[config.mk]
export PLATFORM = sky130hd
export DESIGN_NAME = obc_decoder
export DESIGN_NICKNAME = d
export VERILOG_FILES = /design/src/obc_pkg.sv /design/src/obc_bytes_if.sv /design/src/obc_store.sv /design/src/obc_decoder.sv
export VERILOG_INCLUDE_DIRS = /design/src
export SDC_FILE = /design/constraint.sdc
export NUM_CORES = 1
export LEC_CHECK = 0
export ABC_AREA = 1
export BUFFER_PORTS_ARGS = -buffer_cell sky130_fd_sc_hd__buf_2
export CORE_MARGIN = 2
export CORE_UTILIZATION = 45
export DETAILED_ROUTE_END_ITERATION = 8
export PLACE_DENSITY_LB_ADDON = 0.3
export SLEW_MARGIN = 25
export SYNTH_ARGS = -nofsm -noshare
export SYNTH_HDL_FRONTEND = slang
export SYNTH_SLANG_ARGS = --single-unit
[constraint.sdc]
create_clock -name core_clk_i -period 1.55 [get_ports core_clk_i]
set_clock_uncertainty 0.05 [all_clocks]
set_input_delay 0.155 -clock core_clk_i [delete_from_list [all_inputs] [get_ports core_clk_i]]
set_output_delay 0.155 -clock core_clk_i [all_outputs]
set_load 0.01 [all_outputs]
[src/obc_map.svh]
// Purpose: constants for the option byte configuration decoder
// Assumes: two option bytes, byte 0 and byte 1
// Notes:   bit positions, erased values and reset phase lengths
`ifndef OBC_MAP_SVH
`define OBC_MAP_SVH

`define OBC_ERASED_BYTE       8'hff
`define OBC_FACTORY_BYTE0     8'hff
`define OBC_FACTORY_BYTE1     8'hef
`define OBC_B0_WDOG_HALT      7
`define OBC_B0_WDOG_SW        6
`define OBC_B0_VD_HI          4
`define OBC_B0_VD_LO          3
`define OBC_B0_RDP            0
`define OBC_B1_PKG            7
`define OBC_B1_RESET_DELAY_SELECT           6
`define OBC_B1_OSC_HI         5
`define OBC_B1_OSC_LO         4
`define OBC_B1_RANGE_HI       3
`define OBC_B1_RANGE_LO       1
`define OBC_B1_PLL_OFF        0
`define OBC_RST_LONG_CYCLES   13'd4096
`define OBC_RST_SHORT_CYCLES  13'd256
`define OBC_PADS_PER_PORT     8

`endif

[src/obc_pkg.sv]
// Purpose: types for the option byte configuration decoder
// Assumes: nothing beyond the map header
// Notes:   encodings follow the option byte fields
package obc_pkg;
  typedef enum logic [1:0] {
    OBC_VD_HIGH   = 2'h0,
    OBC_VD_MEDIUM = 2'h1,
    OBC_VD_LOWEST = 2'h2,
    OBC_VD_OFF    = 2'h3
  } obc_vd_e;

  typedef enum logic [1:0] {
    OBC_OSC_RESONATOR = 2'h0,
    OBC_OSC_RESERVED  = 2'h1,
    OBC_OSC_RC        = 2'h2,
    OBC_OSC_EXTERNAL  = 2'h3
  } obc_osc_e;

  typedef enum logic [2:0] {
    OBC_RANGE_1_2MHZ  = 3'h0,
    OBC_RANGE_2_4MHZ  = 3'h1,
    OBC_RANGE_4_8MHZ  = 3'h2,
    OBC_RANGE_8_16MHZ = 3'h3
  } obc_range_e;
endpackage : obc_pkg

[src/obc_bytes_if.sv]
// Purpose: carries the two latched option bytes between modules
// Assumes: one clock domain
// Notes:   store drives, decoder reads
`timescale 1ns/1ps
interface obc_bytes_if;
  logic [7:0] byte0;
  logic [7:0] byte1;
  logic       valid;
  modport store (output byte0, output byte1, output valid);
  modport user  (input byte0, input byte1, input valid);
endinterface : obc_bytes_if

[src/obc_store.sv]
// Purpose: non-volatile option byte store with programming port
// Assumes: programming mode input marks tool access
// Notes:   protected erase wipes user memory first
`timescale 1ns/1ps
`include "obc_map.svh"
module obc_store
  import obc_pkg::*;
(
  input  wire logic       core_clk_i,
  input  wire logic       srst_i,
  input  wire logic       prog_mode_i,
  input  wire logic       prog_wr_i,
  input  wire logic       prog_erase_i,
  input  wire logic       prog_sel_i,
  input  wire logic [7:0] prog_wdata_i,
  input  wire logic       user_erase_done_i,
  output logic      [7:0] prog_rdata_o,
  output logic            user_erase_req_o,
  obc_bytes_if.store      bytes
);
  // store contents survive reset; factory contents select the rc clock
  logic [7:0] nv_reg [2] = '{`OBC_FACTORY_BYTE0, `OBC_FACTORY_BYTE1};
  logic       erase_pend_reg;
  logic       rdp_on;
  logic       erase_go;
  logic       wr_go;

  assign rdp_on   = ~nv_reg[0][`OBC_B0_RDP];
  assign wr_go    = prog_mode_i & prog_wr_i & ~prog_erase_i & ~erase_pend_reg;
  assign erase_go = prog_mode_i & prog_erase_i & ~erase_pend_reg;
  assign user_erase_req_o = erase_pend_reg;

  always_ff @(posedge core_clk_i) begin
    if (srst_i) begin
      erase_pend_reg <= 1'b0;
    end else if (erase_go && rdp_on) begin
      erase_pend_reg <= 1'b1;
    end else if (user_erase_done_i) begin
      erase_pend_reg <= 1'b0;
    end
  end

  always_ff @(posedge core_clk_i) begin
    if ((erase_go && !rdp_on) || (erase_pend_reg && user_erase_done_i)) begin
      nv_reg[0] <= `OBC_ERASED_BYTE;
      nv_reg[1] <= `OBC_ERASED_BYTE;
    end else if (wr_go) begin
      nv_reg[prog_sel_i] <= nv_reg[prog_sel_i] & prog_wdata_i;
    end
  end

  always_ff @(posedge core_clk_i) begin
    if (srst_i) begin
      prog_rdata_o <= 8'h00;
    end else begin
      prog_rdata_o <= prog_mode_i ? nv_reg[prog_sel_i] : 8'h00;
    end
  end

  assign bytes.byte0 = nv_reg[0];
  assign bytes.byte1 = nv_reg[1];
  assign bytes.valid = 1'b1;
endmodule : obc_store

[src/obc_decoder.sv]
// Purpose: decode option bytes into reset, clock, watchdog and flash settings
// Assumes: srst_i held until reset phase completes externally if wanted
// Notes:   values latched during reset and frozen afterwards
// Behaviour
// - option bytes reachable only in programming mode
// - erased store reads all ones
// - factory default selects internal rc clock
// - byte0 bit7 one resets on halt while watchdog active
// - byte0 bit6 zero forces watchdog on
// - byte0 bits4:3 select voltage detector threshold
// - byte0 bit0 zero enables readout protection
// - protection blocks extraction and flash writes
// - protected option erase wipes user memory first
// - byte1 bit7 selects larger package
// - unbonded pads reset as pulled-up inputs
// - byte1 bit6 picks 4096 or 256 cycles
// - byte1 bits5:4 select clock source
// - byte1 bits3:1 select frequency range
// - byte1 bit0 zero enables pll doubler
`timescale 1ns/1ps
`include "obc_map.svh"
module obc_decoder
  import obc_pkg::*;
(
  input  wire logic        core_clk_i,
  input  wire logic        srst_i,
  input  wire logic        prog_mode_i,
  input  wire logic        prog_wr_i,
  input  wire logic        prog_erase_i,
  input  wire logic        prog_sel_i,
  input  wire logic [7:0]  prog_wdata_i,
  input  wire logic        user_erase_done_i,
  input  wire logic        halt_entry_i,
  input  wire logic        wdog_active_i,
  input  wire logic        dbg_read_i,
  input  wire logic        flash_wr_req_i,
  output logic      [7:0]  prog_rdata_o,
  output logic             user_erase_req_o,
  output logic             wdog_reset_on_halt_o,
  output logic             wdog_hw_enable_o,
  output logic             halt_reset_o,
  output logic             low_supply_reset_detector_en_o,
  output logic             auxiliary_supply_detector_en_o,
  output logic      [1:0]  volt_detect_select_o,
  output logic             readout_protect_o,
  output logic             dbg_read_allow_o,
  output logic             flash_wr_allow_o,
  output logic             package_select_o,
  output logic      [3:0]  unbonded_port_mask_o,
  output logic             reset_delay_select_o,
  output logic      [12:0] reset_cycles_o,
  output logic      [1:0]  clock_source_type_o,
  output logic      [2:0]  clock_freq_range_o,
  output logic             pll_double_en_o,
  output logic             cfg_valid_o
);
  obc_bytes_if bytes_if ();

  logic [7:0] b0_reg;
  logic [7:0] b1_reg;
  logic       valid_reg = 1'b0;
  logic       rdp_en;

  obc_store u_store (
    .core_clk_i        (core_clk_i),
    .srst_i            (srst_i),
    .prog_mode_i       (prog_mode_i),
    .prog_wr_i         (prog_wr_i),
    .prog_erase_i      (prog_erase_i),
    .prog_sel_i        (prog_sel_i),
    .prog_wdata_i      (prog_wdata_i),
    .user_erase_done_i (user_erase_done_i),
    .prog_rdata_o      (prog_rdata_o),
    .user_erase_req_o  (user_erase_req_o),
    .bytes             (bytes_if.store)
  );

  // capture during reset, freeze afterwards
  always_ff @(posedge core_clk_i) begin
    if (srst_i) begin
      b0_reg    <= bytes_if.byte0;
      b1_reg    <= bytes_if.byte1;
      valid_reg <= bytes_if.valid;
    end
  end

  assign cfg_valid_o                    = valid_reg;
  assign wdog_reset_on_halt_o           = b0_reg[`OBC_B0_WDOG_HALT];
  assign halt_reset_o                   = halt_entry_i & wdog_active_i & b0_reg[`OBC_B0_WDOG_HALT];
  assign wdog_hw_enable_o               = ~b0_reg[`OBC_B0_WDOG_SW];
  assign volt_detect_select_o           = b0_reg[`OBC_B0_VD_HI:`OBC_B0_VD_LO];
  assign low_supply_reset_detector_en_o = volt_detect_select_o != OBC_VD_OFF;
  assign auxiliary_supply_detector_en_o = volt_detect_select_o != OBC_VD_OFF;
  assign rdp_en                         = ~b0_reg[`OBC_B0_RDP];
  assign readout_protect_o              = rdp_en;
  assign dbg_read_allow_o               = dbg_read_i & ~rdp_en;
  assign flash_wr_allow_o               = flash_wr_req_i & ~rdp_en;
  assign package_select_o               = b1_reg[`OBC_B1_PKG];
  // ports d and f partly unbonded on the small package stay pulled-up inputs
  assign unbonded_port_mask_o           = package_select_o ? 4'h0 : 4'h3;
  assign reset_delay_select_o           = b1_reg[`OBC_B1_RESET_DELAY_SELECT];
  assign reset_cycles_o                 = reset_delay_select_o ? `OBC_RST_SHORT_CYCLES
                                                               : `OBC_RST_LONG_CYCLES;
  assign clock_source_type_o            = b1_reg[`OBC_B1_OSC_HI:`OBC_B1_OSC_LO];
  assign clock_freq_range_o             = b1_reg[`OBC_B1_RANGE_HI:`OBC_B1_RANGE_LO];
  assign pll_double_en_o                = ~b1_reg[`OBC_B1_PLL_OFF];
endmodule : obc_decoder

==> qor.tcl, run 1 <==
set qor(cts.repair_timing.setup_buffer_count) 0
set qor(net_count_reported_at_finish) 237
set qor(cts_resized) 0
set qor(die_w_um) 66.08
set qor(drt-initial-drc-count) 51
set qor(wire_length_of_the_first_global_routing_pass_um) 4485
set qor(dp.cells) 259
set qor(overall_power_mw) 1.992
set qor(critPathMostFrequentCell) {inv_1}
set qor(critPathArrivalTime_ns) 1.22
set qor(setup_tns_ns) 0
set qor(timing.hold.worst_endpoint) {u_store.user_erase_req_o}
set qor(cts_num_sinks) 38
set qor(ys_warn_count) 0
set qor(floorplan.io_pins) 64
set qor(postRouteAntennaNets) 0
set qor(finalWirelength_um) 2873
set qor(synth_top_family_by_area) {simple AND/OR/NAND/NOR gates}
set qor(hold_path_depth) 4
set qor(critPathMaxStageDelay_ns) 0.33
set qor(ordered_cell_list_for_the_critical_path) {inv_1 > nand2_2 > inv_1 > nand3_1 > nand2_1}
set qor(hold_viol) 0
set qor(max_ffs_per_register) 16
set qor(areaGrowthSynthToFinish_pct) 14.00
set qor(final-instance-count-excl-fill) 267
set qor(grt_usage) 0.1432
set qor(floorplan.rows) 22
set qor(outcome) {finished clean}
set qor(reg2reg_slack_ns) 0.23
set qor(gp_routability_congestion) 0.7459
set qor(timing.hold.worst.start) {srst_i}
set qor(syn_area_per_cell_um2) 9.910
set qor(end_kind) {flop}
set qor(place_hpwl_um) 2109
set qor(mostFrequentLayoutCells) {49 x buf_2, 32 x nand2_1, 29 x inv_1, 29 x edfxtp_1, 27 x nand3_1}
set qor(remaining_drc_errors) 0
set qor(synth.ff_latch_count) 38
set qor(clockRootBuffer) {clkbuf_8}
set qor(first_global_vias) 998
set qor(syn_area_um2) 1734
set qor(timing.final.setup_violations) 0
set qor(cts.reportedPaths.clkPinSlew_ns) 0.07
set qor(count_of_different_cell_masters_after_synthesis) 14
set qor(reg2reg_to) {u_store.nv_reg[1][4]}
set qor(power_density_nw_per_um2) 1008
set qor(critPathRequiredTime_ns) 1.45
set qor(grt_max_degree) 17
set qor(tritoncts) {built}
set qor(route.vias.total) 1195
set qor(clock_buffer_depth) 2
set qor(worstHoldPathType) {input port to flop}
set qor(share_of_the_synthesized_area_in_compound_gates_ao_oa_aoi_oai) 0.002886
set qor(rsz_0062_raised_after_global_routing) {no}
set qor(max_clock_freq_ghz) 0.7577
set qor(ctsHtreeMaxLevel) 2
set qor(layout_min_cycle_time_ns) 1.320
set qor(fin_crit_sh) 0.8515
set qor(drt-wirelength-per-cell_um) 10.76
set qor(placement.io_buffers) 49
set qor(synth_simple_gate_area_share) 0.1941
set qor(ir_worst_vdd_v) 0.0004774
set qor(cell_leakage_power_nw) 1.012
set qor(ff2ff_path_depth) 5
set qor(diodes) 0
set qor(synth-adder-area-share) 0
set qor(yosysSeqAreaShare) 0.6061
set qor(synthXorXnorAreaFrac) 0
set qor(worstSetupPathType) {flop to flop}
set qor(cp_launch_type) {flop}
set qor(timing.critical_path.buf_inv) 2
set qor(clock_insertion_delay_worst_skew_ns) 0.29
set qor(cts.hold.buffers_added) 0
set qor(drt_pre_antenna_iters) 4
set qor(max_cap_violations) 0
set qor(final.fill_count) 356
set qor(synth_largest_type_area_fraction) 0.5022
set qor(timing.critical_path.fanout_max) 8
set qor(timing.rr.start) {u_store.user_erase_req_o}
set qor(synth_area_leader_cell) {edfxtp_1}
set qor(post_synth_main_area_contributors) {edfxtp_1 50%, buf_4 11%, dfxtp_1 10%, nand3_1 7.8%, nand2_1 6.9%}
set qor(cell_type_group_with_the_largest_total_delay_on_the_critical_path) {simple AND/OR/NAND/NOR gates}
set qor(fp.dieH_um) 66.08
set qor(viasPerCell) 4.476
set qor(finalMaxSlewViolations) 0
set qor(synth.mux.area_fraction) 0
set qor(cts_made_buffers) 5
set qor(layout.cells.most_common) {buf_2}
set qor(drive_gt1_frac) 0.2922
set qor(design.die.area_um2) 4367
set qor(core_area_um2) 3689
set qor(floorplan.initialDensity) 0.4701
set qor(synthesis.instances) 175
set qor(crit_slowest_cell) {dfxtp_1}
set qor(critical_path_depth) 5
set qor(globalRoute.totalOverflow) 0
set qor(initial_antenna_violation_count) 0
==> Yosys cell counts <==
| master | count |
|---|---|
| a21oi_1 | 1 |
| and3_1 | 1 |
| buf_4 | 25 |
| buf_6 | 3 |
| conb_1 | 2 |
| dfxtp_1 | 9 |
| edfxtp_1 | 29 |
| inv_1 | 29 |
| inv_2 | 1 |
| nand2_1 | 32 |
| nand2_2 | 3 |
| nand3_1 | 27 |
| nor2_1 | 12 |
| nor2_4 | 1 |
==> report_power, final <==
part,internal (mW),switching [mW]
registers,1.12,0.00814
clock network,0.358,0.331
logic,0.0591,0.114
==> area by class of cell <==
type                    count  area [um2]  area share
inverters                  30       112.6     0.05696
clock buffers               7       86.33     0.04367
flip-flops and latches     38        1051      0.5316
repair buffers             52       267.8      0.1354
clock inverters             1       5.005    0.002532
multi-input cells          91       394.1      0.1994
well taps                  48       60.06     0.03038
==> stage by stage <==
| stage | hold WS, ns | utilization | setup slack, ns | area [um2] |
|---|---|---|---|---|
| floorplan | 0.2175 | - | 0.3510 | 1779 |
| global placement | 0.3844 | 0.5112 | 0.2788 | 1886 |
| detailed placement | 0.3922 | 0.5112 | 0.2355 | 1886 |
| CTS | 0.09373 | 0.5360 | 0.2230 | 1977 |
| global route | 0.1204 | 0.5360 | 0.07732 | 1977 |
| finish | 0.09581 | 0.5360 | 0.2302 | 1977 |
==> kinds of logic after synthesis <==
| kind of cell | count (synthesis) |
|---|---|
| other | 2 |
| AO/OA/AOI/OAI | 1 |
| AND/OR/NAND/NOR | 76 |
| flip-flops | 38 |
| buffers and inverters | 58 |
==> worst register-to-register path: stages, from the launching register on <==
cell and delay (ns):
dfxtp_1 0.33, inv_1 0.09, nand2_2 0.07, inv_1 0.07, nand3_1 0.07, nand2_1 0.30
==> routing by layer <==
layer  global-route usage  part of all wire
met4              0.08163             0.032
met2               0.2150              0.45
met5                    0                 0
met3              0.05281             0.065
met1               0.1765              0.46
==> worst max-delay path by stage <==
stage,endpoint,slack [ns],from
after floorplan,u_store.nv_reg[0][0],0.35,u_store.user_erase_req_o
after global routing,u_store.nv_reg[1][1],0.08,u_store.nv_reg[0][0]
after detailed placement,u_store.nv_reg[1][6],0.24,u_store.nv_reg[0][0]
after global placement,u_store.nv_reg[1][6],0.28,u_store.user_erase_req_o
after CTS,u_store.nv_reg[1][4],0.22,u_store.nv_reg[0][0]
final,u_store.nv_reg[1][4],0.23,u_store.user_erase_req_o
Power figures use the tool's default switching activity.
==> run 2, diff against run 1 <==
ABC_AREA = default   (was 1)
==> run 2 against run 1 <==
Non-clock buffer count up 3. Sequential cell count did not move. Critical path depth shrank 3. Combinational power shrank 5%. Wire length increased by 0.28%. Clock power is 19% higher. Maximum frequency fell by 11%. Count of clock-buffer cells in the layout decreased by 2. Power increased by 6.0%. First-iteration DRC count decreased by 67%. Via count down 16%. Setup slack got worse by 0.17 ns.
==> qor.tcl, run 2 <==
set qor(ctsHtreeMaxLevel) 2 ;# unchanged
set qor(seq_power_share) 0.535 ;# -0.032
set qor(final_area_um2) 1943 ;# -1.7%
set qor(crit_slowest_cell) {a221o_1}
set qor(synthesis.instances) 120 ;# -31%
set qor(reg2reg_to) {u_store.nv_reg[1][4]}
set qor(end_kind) {flop}
set qor(net_count_reported_at_finish) 184 ;# -22%
set qor(core_area_um2) 3606 ;# -2.2%
set qor(ys_warn_count) 0 ;# unchanged
set qor(clock_insertion_delay_worst_skew_ns) 0.29 ;# about the same
set qor(floorplan.initialDensity) 0.4604 ;# -0.009705
set qor(post-route-util) 0.5389 ;# +0.002905
set qor(design.die.area_um2) 4191 ;# -4.0%
set qor(max_ffs_per_register) 16 ;# unchanged
set qor(gp_routability_congestion) 0.7656 ;# +2.6%
set qor(mostFrequentLayoutCells) {49 x buf_2, 29 x edfxtp_1, 16 x a211o_1}
set qor(first_global_vias) 953 ;# -4.5%
set qor(syn_area_um2) 1660 ;# -4.3%
set qor(setup.worst_path.end) {u_store.nv_reg[1][4]}
set qor(die_w_um) 64.74 ;# -2.0%
set qor(synth_async_sr_flop_share) 0 ;# unchanged
set qor(diodes) 0 ;# unchanged
set qor(finalMaxSlewViolations) 0 ;# unchanged
set qor(critPathRequiredTime_ns) 1.50 ;# +0.05 ns
set qor(clock_buffer_depth) 2 ;# unchanged
set qor(globalRoute.totalOverflow) 0 ;# unchanged
set qor(ff2ff_path_depth) 2 ;# -3
set qor(critPathMaxStageDelay_ns) 0.45 ;# +0.12 ns
set qor(proportion_of_power_drawn_by_combinational_gates) 0.078 ;# -0.009
set qor(max_cap_violations) 0 ;# unchanged
set qor(synthFlopType) {edfxtp_1}
set qor(netSwitchingFraction) 0.2149 ;# -0.01261
set qor(power_density_nw_per_um2) 1087 ;# +7.8%
set qor(tritoncts) {built}
set qor(synth-edff-count) 29 ;# unchanged
set qor(syn_area_per_cell_um2) 13.84 ;# +40%
set qor(leading_cell_type_by_number_of_instances_after_synthesis) {edfxtp_1}
set qor(ordered_cell_list_for_the_critical_path) {and4bb_2 > a221o_1}
set qor(yosysSeqAreaShare) 0.6330 ;# +0.02695
set qor(floorplan.io_pins) 64 ;# unchanged
set qor(timing.final.setup_violations) 0 ;# unchanged
set qor(grt_usage) 0.1502 ;# +0.007056
set qor(cts.hold.buffers_added) 0 ;# unchanged
set qor(worstSetupPathType) {flop to flop}
set qor(wire_length_of_the_first_global_routing_pass_um) 4540 ;# +1.2%
set qor(critPathArrivalTime_ns) 1.44 ;# +0.22 ns
set qor(remaining_drc_errors) 0 ;# unchanged
set qor(cell_leakage_power_nw) 0.7903 ;# -22%
set qor(worstHoldPathType) {input port to flop}
set qor(floorplan.rows) 22 ;# unchanged
set qor(route.vias.total) 1006 ;# -16%
set qor(viasPerCell) 4.701 ;# +5.0%
set qor(fp.dieH_um) 64.74 ;# -2.0%
set qor(synth.cells.most_frequent) {29 x edfxtp_1, 25 x buf_4, 16 x a211o_1, 9 x dfxtp_1}
set qor(timing.rr.start) {u_store.user_erase_req_o}
set qor(cellInternalPower_mw) 1.658 ;# +7.7%
set qor(reg2reg_slack_ns) 0.06 ;# -0.17 ns
set qor(hold_viol) 0 ;# unchanged
set qor(drt-initial-drc-count) 17 ;# -67%
set qor(synth_area_leader_cell) {edfxtp_1}
set qor(synth_largest_type_area_fraction) 0.5245 ;# +0.02233
set qor(placement.io_buffers) 49 ;# unchanged
set qor(layout_min_cycle_time_ns) 1.490 ;# +0.1698 ns
set qor(outcome) {finished clean}
set qor(p_sw_mw) 0.4538 ;# +0.12%
set qor(timing.critical_path.fanout_max) 8 ;# unchanged
set qor(cts.reportedPaths.clkPinSlew_ns) 0.07 ;# about the same
set qor(cts_num_sinks) 38 ;# unchanged
set qor(fin_crit_sh) 0.9610 ;# +0.1095
set qor(postRouteAntennaNets) 0 ;# unchanged
set qor(final.fill_count) 320 ;# -10%
set qor(count_of_different_cell_masters_after_synthesis) 23 ;# +9
set qor(layout.cells.most_common) {buf_2}
set qor(ir_worst_vdd_v) 0.0005481 ;# +15%
set qor(drt_pre_antenna_iters) 4 ;# unchanged
set qor(rsz_0062_raised_after_global_routing) {no}
set qor(timing.critical_path.buf_inv) 0 ;# -2
set qor(post_synth_main_area_contributors) {edfxtp_1 52%, buf_4 11%, dfxtp_1 11%, a211o_1 8.4%, mux2i_1 4.8%}
set qor(setup.worst_path.start) {u_store.user_erase_req_o}
set qor(p_clk_frac) 0.387 ;# +0.041
set qor(cts_made_buffers) 5 ;# unchanged
set qor(initial_antenna_violation_count) 0 ;# unchanged
set qor(synth.ff_latch_count) 38 ;# unchanged
set qor(drive_gt1_frac) 0.3916 ;# +0.09933
set qor(critical_path_depth) 2 ;# -3
set qor(areaGrowthSynthToFinish_pct) 17.03
set qor(clockRootBuffer) {clkbuf_8}
set qor(drt-wirelength-per-cell_um) 13.46 ;# +25%
set qor(setup_tns_ns) 0 ;# unchanged
set qor(cell_type_group_with_the_largest_total_delay_on_the_critical_path) {compound AO/OA/AOI/OAI gates}
set qor(detailed_place.area_um2) 1833 ;# -2.8%
set qor(max_clock_freq_ghz) 0.6714 ;# -11%
set qor(place_hpwl_um) 2075 ;# -1.6%
set qor(grt_max_degree) 17 ;# unchanged
set qor(cp_launch_type) {flop}
set qor(finalWirelength_um) 2881 ;# +0.28%
run 2: cell count changes after synthesis, moves of 2 or more:
cell / before / now
a211o_1: 0 / 16
a221o_1: 0 / 2
and2_1: 0 / 2
buf_6: 3 / 1
inv_1: 29 / 5
mux2i_1: 0 / 8
nand2_1: 32 / 1
nand2_2: 3 / 0
nand3_1: 27 / 0
nand4bb_1: 0 / 2
nor2_1: 12 / 8
run 2: worst register-to-register path, stage by stage (launching register included):
cell and delay, ns:
dfxtp_1 0.43, and4bb_2 0.27, a221o_1 0.45
run 2: cell type report:
cell class,count,area [um2],area share
repair buffers,55,290.3,0.1494
multi-input cells,59,410.4,0.2112
inverters,6,22.52,0.01159
well taps,48,60.06,0.03091
flip-flops and latches,38,1051,0.5409
clock buffers,5,68.82,0.03542
clock inverters,3,40.04,0.02061
run 2: timing repair:
action | 4_1_cts | 5_1_grt
resized for setup | 0 | 1
setup endpoints to repair | 0 | 8
setup buffers | 0 | 0
run 2: worst min path at each step:
stage | from | endpoint | slack, ns | depth (start not counted)
2_1_floorplan | srst_i | u_store.user_erase_req_o | 0.17 | 1
6_report | srst_i | u_store.user_erase_req_o | 0.04 | 2
4_1_cts | srst_i | u_store.user_erase_req_o | 0.04 | 2
5_1_grt | srst_i | u_store.user_erase_req_o | 0.05 | 2
3_3_place_gp | srst_i | u_store.user_erase_req_o | 0.34 | 2
3_5_place_dp | srst_i | u_store.user_erase_req_o | 0.35 | 2
run 2: kinds of logic (layout without fill, tap and decap cells):
family          count (synthesis)  after routing  synth area share
simple gates                   18             18           0.06707
flops                          38             38            0.6330
compound gates                 19             19           0.09947
buf+inv                        35             69            0.1477
other cells                     2             14          0.004523
mux                             8              8           0.04823
run 2: layer usage:
layer,GRT usage,routed length [um]
met4,0.1090,70
met1,0.1655,1195
met2,0.2487,1429
met5,0,0
met3,0.03993,186
run 2: power by group through the flow:
stage / clock network, mW / logic (mW) / registers, mW
after floorplan: 0 / 0.116 / 1.16
after global placement: 0 / 0.161 / 1.15
after detailed placement: 0 / 0.165 / 1.15
after CTS: 0.829 / 0.166 / 1.13
after global routing: 0.883 / 0.182 / 1.13
final: 0.817 / 0.165 / 1.13
run 2: per-stage QoR:
stage | std cells | setup WS, ns | total power, mW | hold slack (ns)
after detailed placement | 206 | 0.06636 | 1.318 | 0.3544
final | 214 | 0.06048 | 2.111 | 0.03861
after floorplan | 132 | 0.1358 | 1.274 | 0.1741
after CTS | 214 | 0.04590 | 2.124 | 0.04340
after global placement | 206 | 0.1266 | 1.313 | 0.3383
after global routing | 214 | 0.003612 | 2.196 | 0.04505
==> run 3, diff against run 2 <==
CELL_PAD_IN_SITES_DETAIL_PLACEMENT = 1   (was default)
CELL_PAD_IN_SITES_GLOBAL_PLACEMENT = 2   (was default)
CORE_UTILIZATION = 31   (was 45)
==> run 3 against run 2 <==
Cell area up 2.8%. Core utilization down 15 points. Via count up 1.7%. Critical path depth unchanged. Highest routed layer unchanged. Die area up 42%. Register-to-register slack better by 0.02 ns.
==> qor.tcl, run 3 (synthesized netlist as in run 2, its figures left out) <==
set qor(outcome) {finished clean}
set qor(worstSetupPathType) {flop to flop}
set qor(routed.top_layer) {met4}
set qor(tritoncts) {built}
set qor(postRouteAntennaNets) 0 ;# unchanged
set qor(end_kind) {flop}
set qor(timing.hold.worst.start) {prog_wdata_i[0]}
set qor(setup_tns_ns) 0 ;# unchanged
set qor(mostFrequentLayoutCells) {49 x buf_2, 29 x edfxtp_1, 16 x a211o_1}
set qor(floorplan.rows) 26 ;# +18%
set qor(die_w_um) 77.19 ;# +19%
set qor(finalWirelength_um) 3362 ;# +17%
set qor(layout_min_cycle_time_ns) 1.470 ;# -0.01946 ns
set qor(grt_usage) 0.1210 ;# -0.02925
set qor(dp.cells) 227 ;# +10%
set qor(hold_path_depth) 2 ;# unchanged
set qor(floorplan.io_pins) 64 ;# unchanged
set qor(cts_made_buffers) 5 ;# unchanged
set qor(ctsHtreeMaxLevel) 2 ;# unchanged
set qor(drt-wirelength-per-cell_um) 14.31 ;# +6.3%
set qor(worstHoldPathType) {input port to flop}
set qor(remaining_drc_errors) 0 ;# unchanged
set qor(critPathRequiredTime_ns) 1.52 ;# +0.02 ns
set qor(timing.rr.start) {u_store.user_erase_req_o}
set qor(drt-initial-drc-count) 32 ;# +15
set qor(fin_crit_sh) 0.9484 ;# -0.01255
set qor(wire_length_of_the_first_global_routing_pass_um) 5430 ;# +20%
set qor(netSwitchingFraction) 0.1955 ;# -0.01939
set qor(finalMaxSlewViolations) 0 ;# unchanged
set qor(reg2reg_to) {u_store.nv_reg[0][7]}
set qor(clock_buffer_depth) 2 ;# unchanged
set qor(net_count_reported_at_finish) 183 ;# -0.54%
set qor(clockRootBuffer) {clkbuf_8}
set qor(drive_gt1_frac) 0.3939 ;# +0.002373
set qor(core_area_um2) 5140 ;# +43%
set qor(max_cap_violations) 0 ;# unchanged
set qor(reg2reg_slack_ns) 0.08 ;# +0.02 ns
set qor(placement.io_buffers) 49 ;# unchanged
set qor(cts_num_sinks) 38 ;# unchanged
set qor(grt_max_degree) 17 ;# unchanged
set qor(cellInternalPower_mw) 1.870 ;# +13%
set qor(hold_viol) 0 ;# unchanged
set qor(first_global_vias) 1064 ;# +12%
set qor(critPathArrivalTime_ns) 1.44 ;# about the same
set qor(design.die.area_um2) 5958 ;# +42%
set qor(cts.reportedPaths.clkPinSlew_ns) 0.07 ;# about the same
set qor(route.vias.total) 1023 ;# +1.7%
set qor(wl_met3_um) 230 ;# +24%
set qor(globalRoute.totalOverflow) 0 ;# unchanged
set qor(max_ffs_per_register) 16 ;# unchanged
set qor(ff2ff_path_depth) 2 ;# unchanged
set qor(cell_leakage_power_nw) 0.7994 ;# +1.2%
set qor(rsz_0062_raised_after_global_routing) {no}
set qor(p_sw_mw) 0.4544 ;# +0.14%
set qor(diodes) 0 ;# unchanged
set qor(final-instance-count-excl-fill) 235 ;# +9.8%
set qor(ir_worst_vdd_v) 0.0002898 ;# -47%
set qor(gp_routability_congestion) 0.7131 ;# -6.9%
set qor(max_clock_freq_ghz) 0.6802 ;# +1.3%
set qor(seq_power_share) 0.486 ;# -0.049
set qor(clock_insertion_delay_worst_skew_ns) 0.29 ;# about the same
set qor(m1WireLength_um) 1386 ;# +16%
set qor(areaGrowthSynthToFinish_pct) 20.35
set qor(timing.hold.worst_endpoint) {u_store.nv_reg[1][0]}
set qor(layout.cells.most_common) {buf_2}
set qor(floorplan.initialDensity) 0.3230 ;# -0.1374
set qor(fp.dieH_um) 77.19 ;# +19%
set qor(cp_launch_type) {flop}
set qor(initial_antenna_violation_count) 0 ;# unchanged
set qor(route.met2.wl_um) 1669 ;# +17%
set qor(power_density_nw_per_um2) 1163 ;# +7.0%
set qor(timing.final.setup_violations) 0 ;# unchanged
set qor(drt_pre_antenna_iters) 4 ;# unchanged
set qor(viasPerCell) 4.353 ;# -7.4%
set qor(p_clk_frac) 0.442 ;# +0.055
set qor(proportion_of_power_drawn_by_combinational_gates) 0.072 ;# -0.006
set qor(timing.critical_path.fanout_max) 8 ;# unchanged
set qor(place_hpwl_um) 2448 ;# +18%
[run 3: cell count changes in the layout (fill, tap and decap cells not counted), sizes merged]
cell,previous run,this run
clkinv,3,1
bufinv,1,2
buf,55,54
clkbuf,5,6
[run 3: power by group through the flow]
stage | registers [mW] | clock network, mW | logic [mW]
global route | 1.13 | 1.10 | 0.183
global placement | 1.15 | 0 | 0.163
CTS | 1.13 | 1.06 | 0.168
detailed placement | 1.15 | 0 | 0.167
finish | 1.13 | 1.03 | 0.167
floorplan | 1.16 | 0 | 0.116
[run 3: what timing repair did]
item / 4_1_cts / 5_1_grt
setup endpoints to repair: 0 / 16
gates resized for setup: 0 / 2
hold buffers: 0 / 0
buffers inserted: 0 / 0
[run 3: worst max-delay path by stage]
stage | endpoint | cells past startpoint | startpoint | slack, ns
4_1_cts | u_store.nv_reg[0][7] | 2 | u_store.user_erase_req_o | 0.02
2_1_floorplan | u_store.nv_reg[0][0] | 2 | u_store.user_erase_req_o | 0.14
5_1_grt | u_store.nv_reg[0][7] | 2 | u_store.user_erase_req_o | 0.02
3_3_place_gp | u_store.nv_reg[0][6] | 2 | u_store.user_erase_req_o | 0.1
3_5_place_dp | u_store.nv_reg[0][6] | 2 | u_store.user_erase_req_o | 0.04
6_report | u_store.nv_reg[0][7] | 2 | u_store.user_erase_req_o | 0.08
[run 3: cell type report]
cell class                      instances  area [um2]
Clock buffer                            6       82.58
Clock inverter                          2       60.06
Fill cell                             581        3142
Inverter                                6       22.52
Multi-Input combinational cell         59       411.6
Sequential cell                        38        1051
Tap cell                               70       87.58
Timing Repair Buffer                   54       282.8
[run 3: metrics by stage]
step / hold WS [ns] / total power [mW] / utilization / worst slack (ns) / instance area [um2]
after CTS: 0.1053 / 2.354 / 0.3883 / 0.01541 / 1996
after floorplan: 0.1741 / 1.274 / - / 0.1358 / 1705
after detailed placement: 0.4164 / 1.320 / 0.3605 / 0.04052 / 1853
after global routing: 0.1077 / 2.415 / 0.3888 / 0.01745 / 1998
after global placement: 0.4122 / 1.315 / 0.3605 / 0.09982 / 1853
final: 0.1140 / 2.324 / 0.3888 / 0.07994 / 1998
[run 3: worst max-delay path, stage by stage (launching register included)]
cell and delay, ns:
dfxtp_1 0.43, and4bb_2 0.27, a221o_2 0.45
[run 3: per-layer routing]
layer / up-vias / GRT usage
met4: 0 / 0.06429
met3: 7 / 0.04118
met5: - / 0
met2: 45 / 0.2104
met1: 489 / 0.1285
li1: 482 / -
